--- src/hw/strap_osc_pkg.sv ---
// shared constants and carrier types for strap decode and oscillator front end
package strap_osc_pkg;
    // widths
    localparam int IDX_W = 3;
    localparam int MODE_W = 2;
    localparam int ADDR_W = 7;
    localparam int CAP_W = 5;
    // interface-mode strap codes
    localparam logic [MODE_W-1:0] IF_I2C_A = 2'h0;
    localparam logic [MODE_W-1:0] IF_I2C_B = 2'h1;
    localparam logic [MODE_W-1:0] IF_I2C_C = 2'h2;
    localparam logic [MODE_W-1:0] IF_SPI = 2'h3;
    // default slave addresses per strap code, and the address register reset value
    localparam logic [ADDR_W-1:0] ADDR_A = 7'h74;
    localparam logic [ADDR_W-1:0] ADDR_B = 7'h75;
    localparam logic [ADDR_W-1:0] ADDR_C = 7'h76;
    localparam logic [ADDR_W-1:0] ADDR_RST = 7'h00;
    // config index that, with the test strap, skips auto-configuration
    localparam logic [IDX_W-1:0] IDX_NO_AUTOCFG = 3'h3;
    // oscillator pin buffer mode codes
    localparam logic [MODE_W-1:0] BUF_XTAL = 2'h1;
    localparam logic [MODE_W-1:0] BUF_SE_IN = 2'h2;
    // load capacitance that adds no internal load
    localparam logic [CAP_W-1:0] CAP_NONE = 5'h00;

    // latched reset straps
    typedef struct packed {
        logic test;
        logic [IDX_W-1:0] cfg_index;
        logic [MODE_W-1:0] if_mode;
    } strap_t;

    localparam int STRAP_W = $bits(strap_t);
    localparam logic [STRAP_W-1:0] STRAP_RST = 6'h00;

    // oscillator front end controls
    typedef struct packed {
        logic xtal_drv_en;
        logic se_in_en;
        logic [CAP_W-1:0] pin_a_cap;
        logic [CAP_W-1:0] pin_b_cap;
        logic osc_x2;
        logic pll_in_x2;
    } osc_ctrl_t;

    localparam int OSC_W = $bits(osc_ctrl_t);
    localparam logic [OSC_W-1:0] OSC_RST = 14'h0000;
endpackage

--- src/hw/load_hold_reg.sv ---
// register that loads a word when enabled and holds it otherwise
`timescale 1ns/10ps
module load_hold_reg #(
    parameter int W = 1,
    parameter logic [W-1:0] RST = '0
) (
    input wire logic core_clk_i, // core clock
    input wire logic rst_n_i, // async reset, active low
    input wire logic load_i, // take d_i this edge
    input wire logic [W-1:0] d_i, // word to load
    output logic [W-1:0] q_o // held word
);
    logic [W-1:0] val_q;
    logic [W-1:0] val_d;

    // next value: load or hold
    always_comb
    begin
        val_d = load_i ? d_i : val_q;
    end

    // storage
    always_ff @(posedge core_clk_i or negedge rst_n_i)
    begin
        if (!rst_n_i)
        begin
            val_q <= RST;
        end
        else
        begin
            val_q <= val_d;
        end
    end

    assign q_o = val_q;
endmodule

--- src/hw/strap_osc_ctrl.sv ---
// reset strap decode, slave address register and oscillator front end control
// Operation
// - interface straps 00/01/10 pick I2C address 74/75/76, 11 picks SPI slave
// - config-select straps index stored configuration 0 to 7
// - strap address is only the default; host may overwrite slave address
// - auto-configuration script may also write the slave address register
// - buffer mode 10 enables pin A single-ended clock input
// - buffer mode 01 enables crystal driver between both pins
// - separate load cap fields per pin; zero adds no internal load
// - oscillator doubler enable doubles crystal or pin A clock
// - pll input doubler enable doubles the selected pll input
// - straps sampled at reset release, held as read-only status
// - test strap with index 011 skips auto-configuration
`timescale 1ns/10ps
module strap_osc_ctrl (
    input wire logic core_clk_i, // core clock, 25 MHz
    input wire logic rst_n_i, // reset pin, async, active low
    input wire logic test_strap_i, // test strap level
    input wire logic [2:0] config_index_strap_i, // configuration select straps
    input wire logic [1:0] if_mode_strap_i, // interface mode straps
    input wire logic script_addr_wr_i, // auto-config write strobe
    input wire logic [6:0] script_addr_i, // auto-config address data
    input wire logic host_addr_wr_i, // host write strobe
    input wire logic [6:0] host_addr_i, // host address data
    input wire logic [1:0] osc_pin_buffer_mode_i, // pin buffer mode field
    input wire logic [4:0] pin_a_load_cap_i, // pin A load cap field
    input wire logic [4:0] pin_b_load_cap_i, // pin B load cap field
    input wire logic osc_doubler_enable_i, // oscillator doubler enable
    input wire logic pll_input_doubler_enable_i, // pll input doubler enable
    output strap_osc_pkg::strap_t strap_status_reg_o, // latched straps, read only
    output logic straps_valid_o, // straps have been latched
    output logic spi_mode_o, // spi slave selected
    output logic [6:0] slave_address_reg_o, // current i2c slave address
    output logic [2:0] config_index_o, // configuration to run
    output logic autocfg_run_o, // auto-configuration permitted
    output strap_osc_pkg::osc_ctrl_t osc_ctrl_o // oscillator front end controls
);
    logic captured_q;
    logic captured_d;
    strap_osc_pkg::strap_t strap_now;
    strap_osc_pkg::strap_t strap_q;
    logic [6:0] addr_q;
    logic [6:0] addr_d;
    logic [6:0] addr_dflt;
    strap_osc_pkg::osc_ctrl_t osc_d;
    strap_osc_pkg::osc_ctrl_t osc_q;

    // first edge after release catches the straps; an async reset cannot load a port
    always_comb
    begin
        captured_d = 1'b1;
        strap_now.test = test_strap_i;
        strap_now.cfg_index = config_index_strap_i;
        strap_now.if_mode = if_mode_strap_i;
    end

    always_ff @(posedge core_clk_i or negedge rst_n_i)
    begin
        if (!rst_n_i)
        begin
            captured_q <= 1'b0;
        end
        else
        begin
            captured_q <= captured_d;
        end
    end

    // status register frozen after the capture edge
    load_hold_reg #(
        .W(strap_osc_pkg::STRAP_W),
        .RST(strap_osc_pkg::STRAP_RST)
    ) u_strap_hold (
        .core_clk_i(core_clk_i),
        .rst_n_i(rst_n_i),
        .load_i(!captured_q),
        .d_i(strap_now),
        .q_o(strap_q)
    );

    // address default from the interface straps
    always_comb
    begin
        unique case (strap_now.if_mode)
            strap_osc_pkg::IF_I2C_A: addr_dflt = strap_osc_pkg::ADDR_A;
            strap_osc_pkg::IF_I2C_B: addr_dflt = strap_osc_pkg::ADDR_B;
            strap_osc_pkg::IF_I2C_C: addr_dflt = strap_osc_pkg::ADDR_C;
            strap_osc_pkg::IF_SPI: addr_dflt = strap_osc_pkg::ADDR_C;
        endcase
    end

    // slave address: strap default once, then script or host writes
    always_comb
    begin
        addr_d = addr_q;
        if (!captured_q)
        begin
            addr_d = addr_dflt;
        end
        else if (script_addr_wr_i)
        begin
            addr_d = script_addr_i;
        end
        else if (host_addr_wr_i)
        begin
            addr_d = host_addr_i;
        end
    end

    always_ff @(posedge core_clk_i or negedge rst_n_i)
    begin
        if (!rst_n_i)
        begin
            addr_q <= strap_osc_pkg::ADDR_RST;
        end
        else
        begin
            addr_q <= addr_d;
        end
    end

    // oscillator front end; unknown buffer codes leave both paths off
    always_comb
    begin
        osc_d.xtal_drv_en = (osc_pin_buffer_mode_i == strap_osc_pkg::BUF_XTAL);
        osc_d.se_in_en = (osc_pin_buffer_mode_i == strap_osc_pkg::BUF_SE_IN);
        // fields pass straight through so zero really means no internal load
        osc_d.pin_a_cap = pin_a_load_cap_i;
        osc_d.pin_b_cap = pin_b_load_cap_i;
        // doubler only meaningful with a live oscillator path
        osc_d.osc_x2 = osc_doubler_enable_i
            && (osc_d.xtal_drv_en || osc_d.se_in_en);
        // chaining both doublers is software's duty to avoid; not blocked here
        osc_d.pll_in_x2 = pll_input_doubler_enable_i;
    end

    always_ff @(posedge core_clk_i or negedge rst_n_i)
    begin
        if (!rst_n_i)
        begin
            osc_q <= strap_osc_pkg::OSC_RST;
        end
        else
        begin
            osc_q <= osc_d;
        end
    end

    // outputs
    assign strap_status_reg_o = strap_q;
    assign straps_valid_o = captured_q;
    assign spi_mode_o = captured_q && (strap_q.if_mode == strap_osc_pkg::IF_SPI);
    assign slave_address_reg_o = addr_q;
    assign config_index_o = strap_q.cfg_index;
    assign autocfg_run_o = captured_q
        && !(strap_q.test && strap_q.cfg_index == strap_osc_pkg::IDX_NO_AUTOCFG);
    assign osc_ctrl_o = osc_q;

    // status holds once latched
    strap_hold_a: assert property (@(posedge core_clk_i) disable iff (!rst_n_i)
        captured_q |=> $stable(strap_q))
        else $error("strap status changed after capture");

    // capture edge stores pin levels
    strap_take_a: assert property (@(posedge core_clk_i) disable iff (!rst_n_i)
        !captured_q |=> strap_q == $past(strap_now))
        else $error("strap levels not captured");

    // default address follows straps
    addr_default_a: assert property (@(posedge core_clk_i) disable iff (!rst_n_i)
        (!captured_q && strap_now.if_mode == strap_osc_pkg::IF_I2C_B)
        |=> addr_q == strap_osc_pkg::ADDR_B)
        else $error("wrong default slave address");

    // host write lands next cycle
    host_write_a: assert property (@(posedge core_clk_i) disable iff (!rst_n_i)
        (captured_q && host_addr_wr_i && !script_addr_wr_i)
        |=> addr_q == $past(host_addr_i))
        else $error("host address write lost");

    // script write lands next cycle
    script_write_a: assert property (@(posedge core_clk_i) disable iff (!rst_n_i)
        (captured_q && script_addr_wr_i) |=> addr_q == $past(script_addr_i))
        else $error("script address write lost");

    // spi flag follows the interface pins seen at the capture edge
    spi_mode_a: assert property (@(posedge core_clk_i) disable iff (!rst_n_i)
        !captured_q
        |=> spi_mode_o == ($past(if_mode_strap_i) == strap_osc_pkg::IF_SPI))
        else $error("spi mode decode wrong");

    // index follows the select pins seen at the capture edge
    cfg_index_a: assert property (@(posedge core_clk_i) disable iff (!rst_n_i)
        !captured_q |=> config_index_o == $past(config_index_strap_i))
        else $error("configuration index wrong");

    // skip combination on the pins stops auto-configuration
    autocfg_skip_a: assert property (@(posedge core_clk_i) disable iff (!rst_n_i)
        (!captured_q && test_strap_i
            && config_index_strap_i == strap_osc_pkg::IDX_NO_AUTOCFG)
        |=> !autocfg_run_o)
        else $error("auto-configuration not skipped");

    // crystal mode enables driver only
    xtal_mode_a: assert property (@(posedge core_clk_i) disable iff (!rst_n_i)
        osc_pin_buffer_mode_i == strap_osc_pkg::BUF_XTAL
        |=> osc_q.xtal_drv_en && !osc_q.se_in_en)
        else $error("crystal driver mode wrong");

    // single-ended mode enables input only
    se_mode_a: assert property (@(posedge core_clk_i) disable iff (!rst_n_i)
        osc_pin_buffer_mode_i == strap_osc_pkg::BUF_SE_IN
        |=> osc_q.se_in_en && !osc_q.xtal_drv_en)
        else $error("single-ended input mode wrong");

    // other codes leave both off
    buf_off_a: assert property (@(posedge core_clk_i) disable iff (!rst_n_i)
        (osc_pin_buffer_mode_i == 2'h0 || osc_pin_buffer_mode_i == 2'h3)
        |=> !osc_q.se_in_en && !osc_q.xtal_drv_en && !osc_q.osc_x2)
        else $error("unused buffer code enabled a path");

    // zero cap passes as zero
    cap_zero_a: assert property (@(posedge core_clk_i) disable iff (!rst_n_i)
        pin_a_load_cap_i == strap_osc_pkg::CAP_NONE
        |=> osc_q.pin_a_cap == strap_osc_pkg::CAP_NONE)
        else $error("zero load cap not honoured");

    // pll doubler follows its enable
    pll_x2_a: assert property (@(posedge core_clk_i) disable iff (!rst_n_i)
        ##1 osc_q.pll_in_x2 == $past(pll_input_doubler_enable_i))
        else $error("pll input doubler mismatch");

    // oscillator doubler with live path
    osc_x2_a: assert property (@(posedge core_clk_i) disable iff (!rst_n_i)
        (osc_doubler_enable_i && osc_pin_buffer_mode_i == strap_osc_pkg::BUF_XTAL)
        |=> osc_q.osc_x2)
        else $error("oscillator doubler not enabled");
endmodule

--- config.mk ---
export PLATFORM = sky130hd
export DESIGN_NAME = strap_osc_ctrl
export DESIGN_NICKNAME = d
export VERILOG_FILES = /design/src/hw/strap_osc_pkg.sv /design/src/hw/load_hold_reg.sv /design/src/hw/strap_osc_ctrl.sv
export SDC_FILE = /design/constraint.sdc
export NUM_CORES = 1
export LEC_CHECK = 0
export ABC_AREA = 0
export BUFFER_PORTS_ARGS = -buffer_cell sky130_fd_sc_hd__buf_2
export CORE_UTILIZATION = 44
export DETAILED_ROUTE_END_ITERATION = 7
export GPL_TIMING_DRIVEN = 1
export PLACE_DENSITY_LB_ADDON = 0.05
export SLEW_MARGIN = 0
export SYNTH_ARGS = -nofsm -noshare
export SYNTH_HDL_FRONTEND = slang
export SYNTH_HIERARCHICAL = 1
export SYNTH_SLANG_ARGS = --single-unit
--- constraint.sdc ---
create_clock -name core_clk_i -period 2.6 [get_ports core_clk_i]
set_input_delay 0.13 -clock core_clk_i [delete_from_list [all_inputs] [get_ports core_clk_i]]
set_output_delay 0.13 -clock core_clk_i [all_outputs]
set_load 0.02 [all_outputs]
==> insert_results.sql <==
INSERT INTO impl_metrics (metric_group, metric, value, unit) VALUES
('sta', 'holdWs', '0.0280', 'ns'),
('worst_setup_path', 'critPathRequiredTime', '2.47', 'ns'),
('placed_design', 'dp_hpwl', '1.64', 'mm'),
('placed_design', 'globalplace.congestion', '0.698', ''),
('clock_tree', 'cts_buffer_depth', '2', ''),
('power_and_ir_drop', 'ir_drop', '404', 'µV'),
('synth', 'synth_cells', '74', ''),
('detailed_routing', 'num_vias', '835', ''),
('cells_and_area', 'syn2layout_area_growth', '46.5', '%'),
('synth', 'post-synth-top-area-cell', 'sky130_fd_sc_hd__dfrtp_1', ''),
('worst_setup_path', 'arrival', '1.50', 'ns'),
('power_and_ir_drop', 'power_density', '589', 'nW/µm²'),
('synth', 'netlist-cell-type-count', '21', ''),
('floorplanning', 'dieArea', '2710', 'µm²'),
('global_routing', 'globalRoute.totalOverflow', '0', ''),
('detailed_routing', 'routed_wirelength', '2.38', 'mm'),
('sta', 'layout_worst_path_cycle_share', '62.8', '%'),
('sta', 'finalCriticalPeriod', '1.63', 'ns'),
('cells_and_area', 'num-fill-cells', '158', ''),
('global_routing', 'grt_pass1_vias', '827', ''),
('cells_and_area', 'layout-drive-gt1-share', '52.3', '%'),
('placed_design', 'io_buf_count', '70', ''),
('detailed_routing', 'viasPerCell', '4.56', ''),
('worst_setup_path', 'timing_worst_setup_path_type', 'reg2out', ''),
('global_routing', 'grt_max_degree', '29', ''),
('floorplanning', 'floorplan.die.height', '52.0', 'µm'),
('clock_tree', 'clock-root-buffer', 'sky130_fd_sc_hd__clkbuf_4', ''),
('synth', 'register_bit_count_reported_by_yosys', '28', ''),
('worst_hold_path', 'hold_class', 'in2reg', ''),
('worst_setup_path', 'critPathLaunchType', 'flip-flop', ''),
('sta', 'timing.final.max_slew_violations', '0', ''),
('worst_setup_path', 'crit_path_end_kind', 'output port', ''),
('synth', 'mappedNetlistNets', '114', ''),
('floorplanning', 'initial_utilization', '48.4', '%'),
('synth', 'yosysSeqAreaShare', '63.6', '%'),
('worst_setup_path', 'worst-r2r-setup-slack', '1.34', 'ns'),
('cells_and_area', 'final_core_occ', '70.9', '%'),
('floorplanning', 'core_area', '2280', 'µm²'),
('sta', 'rsz0062_at_grt', 'false', ''),
('floorplanning', 'rows', '17', ''),
('sta', 'setup_viol', '0', ''),
('placed_design', 'placement.setup.worst_slack', '1.31', 'ns'),
('global_routing', 'grt_antenna_before_repair', '0', ''),
('run', 'drv_cap', '0', ''),
('sta', 'slew-limit-headroom', '60.2', '%'),
('clock_tree', 'cts_clock_pin_slew_for_the_worst_setup_and_hold_paths', '0.15', 'ns'),
('detailed_routing', 'wire_per_inst', '13.0', 'µm'),
('global_routing', 'track_usage', '18.6', '%'),
('synth', 'post-synth-top-area-fraction', '63.6', '%'),
('synth', 'syn_avg_cell_area', '14.9', 'µm²'),
('clock_tree', 'cts_repair_resize_count', '0', ''),
('sta', 'fin_ws', '0.967', 'ns'),
('cells_and_area', 'design.final.nets', '196', ''),
('sta', 'max_freq', '612', 'MHz'),
('synth', 'yosys_warnings', '6', ''),
('floorplanning', 'floorplan.die.width', '52.0', 'µm'),
('detailed_routing', 'detail-route-antenna-nets', '0', ''),
('clock_tree', 'cts_hold_repair.buffers', '12', ''),
('cells_and_area', 'insertedDiodeCount', '0', ''),
('clock_tree', 'numCtsBuffers', '3', ''),
('synth', 'synth.area.top_cells', 'sky130_fd_sc_hd__dfrtp_1 64%, sky130_fd_sc_hd__mux2_4 8.2%, sky130_fd_sc_hd__mux2i_1 6.4%, sky130_fd_sc_hd__buf_6 3.1%, sky130_fd_sc_hd__a2bb2oi_1 2.4%', ''),
('synth', 'synth_area', '1100', 'µm²'),
('detailed_routing', 'drcViolationCount', '0', ''),
('clock_tree', 'cts-htree-levels', '1', ''),
('sta', 'final.setup_skew', '0.00313', 'ns'),
('sta', 'report.final.hold_viol_count', '0', ''),
('clock_tree', 'clk-insertion-delay-late', '0.32', 'ns'),
('sta', 'max_slew.worst_pin.slew', '0.598', 'ns'),
('sta', 'fin_tns_setup', '0', 'ns'),
('clock_tree', 'postCtsSetupBuffers', '0', ''),
('clock_tree', 'tritoncts', 'built', ''),
('status', 'status', 'finished clean', ''),
('detailed_routing', 'number_of_optimization_iterations_in_the_first_detailed_route_pass', '4', ''),
('clock_tree', 'clkSinkCount', '28', ''),
('power_and_ir_drop', 'power_leakage', '0.873', 'nW'),
('detailed_routing', 'number_of_design_rule_violations_left_by_the_first_detailed_router_iteration', '3', ''),
('worst_setup_path', 'worst-path-max-fanout', '11', ''),
('global_routing', 'grt_first_pass_wirelength', '3.51', 'mm'),
('floorplanning', 'top_level_ports', '71', '');
## per-stage QoR
stage	cells	cell area, µm²	power, mW
after global placement	166	1430	0.659
after detailed placement	166	1430	0.665
after global routing	183	1610	0.993
after CTS	182	1600	0.960
after floorplan	74	1100	0.594
final	183	1610	0.951
## cell families after synthesis
| family | count (synthesis) | synth area share (%) |
|---|---|---|
| flops | 28 | 63.6 |
| compound gates | 8 | 6.14 |
| other cells | 1 | 0.341 |
| fa+ha+maj | 2 | 2.27 |
| mux | 13 | 14.5 |
| buf+inv | 11 | 6.82 |
| simple gates | 11 | 6.25 |
## sequential cells by signal, summed over array words and instances (netlist names)
name / flops
straps_valid_o: 1
u_strap_hold/q_o: 6
osc_ctrl_o: 14
slave_address_reg_o: 7
## critical path, cell delays in order (launching register included)
cell                      delay, ns
sky130_fd_sc_hd__dfrtp_1       0.52
sky130_fd_sc_hd__inv_1         0.25
sky130_fd_sc_hd__a41oi_1       0.22
sky130_fd_sc_hd__buf_2         0.19
## layout by cell type (no fill, tap or decap), types with 2 or more instances in the layout
master                          Yosys  routed
sky130_fd_sc_hd__buf_2              0      70
sky130_fd_sc_hd__dfrtp_1           28      28
sky130_fd_sc_hd__dlygate4sd3_1      0      13
sky130_fd_sc_hd__mux2i_1            7       7
sky130_fd_sc_hd__mux2_4             6       6
sky130_fd_sc_hd__inv_1              5       5
sky130_fd_sc_hd__nor2b_1            3       3
sky130_fd_sc_hd__a2bb2oi_1          3       3
sky130_fd_sc_hd__clkbuf_4           0       3
sky130_fd_sc_hd__nand2b_1           2       2
sky130_fd_sc_hd__nand3_1            2       2
sky130_fd_sc_hd__ha_1               2       2
## path summary, 6_finish.rpt
check                                                     start                                 end  depth (start not counted)
worst max-delay path                   straps_valid_o$_DFF_PN0_                       autocfg_run_o                          3
worst min-delay path                    config_index_strap_i[2]     u_strap_hold/q_o[4]$_DFFE_PN0P_                          2
worst max register to register         straps_valid_o$_DFF_PN0_     u_strap_hold/q_o[1]$_DFFE_PN0P_                          2
worst min register to register  u_strap_hold/q_o[0]$_DFFE_PN0P_     u_strap_hold/q_o[0]$_DFFE_PN0P_                          1
max in group asynchronous                               rst_n_i     u_strap_hold/q_o[1]$_DFFE_PN0P_                          2
min in group asynchronous                               rst_n_i  slave_address_reg_o[5]$_DFFE_PN0P_                          2
## per-layer routing
metal	global-route usage, %	part of all wire (%)
met1	19.3	39
met2	34.2	53
met3	4.39	7.2
met4	9.46	1.1
met5	0	0
## final cells by class
type / instances / area (µm²) / area share, %
sequential: 28 / 701 / 43.4
timing repair buffer: 83 / 480 / 29.8
clock inverter: 1 / 30.0 / 1.86
inverter: 5 / 18.8 / 1.16
clock buffer: 3 / 22.5 / 1.40
tap: 28 / 35.0 / 2.17
multi-input combinational: 35 / 325 / 20.2
## Yosys cell counts (all sizes together)
cell	n
nand3	2
and3b	1
a2bb2oi	3
mux2	6
ha	2
o211ai	2
nor2b	3
buf	6
dfrtp	28
mux2i	7
a21oi	1
inv	5
a211oi	1
nand2b	2
or3b	1
nand2	1
and3	1
a41oi	1
conb	1
## where the power goes
group	total, mW	internal, mW	switching [mW]
registers	0.482	0.465	0.0168
logic	0.188	0.0873	0.101
clock network	0.281	0.156	0.125
total	0.951	0.708	0.242
(Power assumes the default switching activity.)
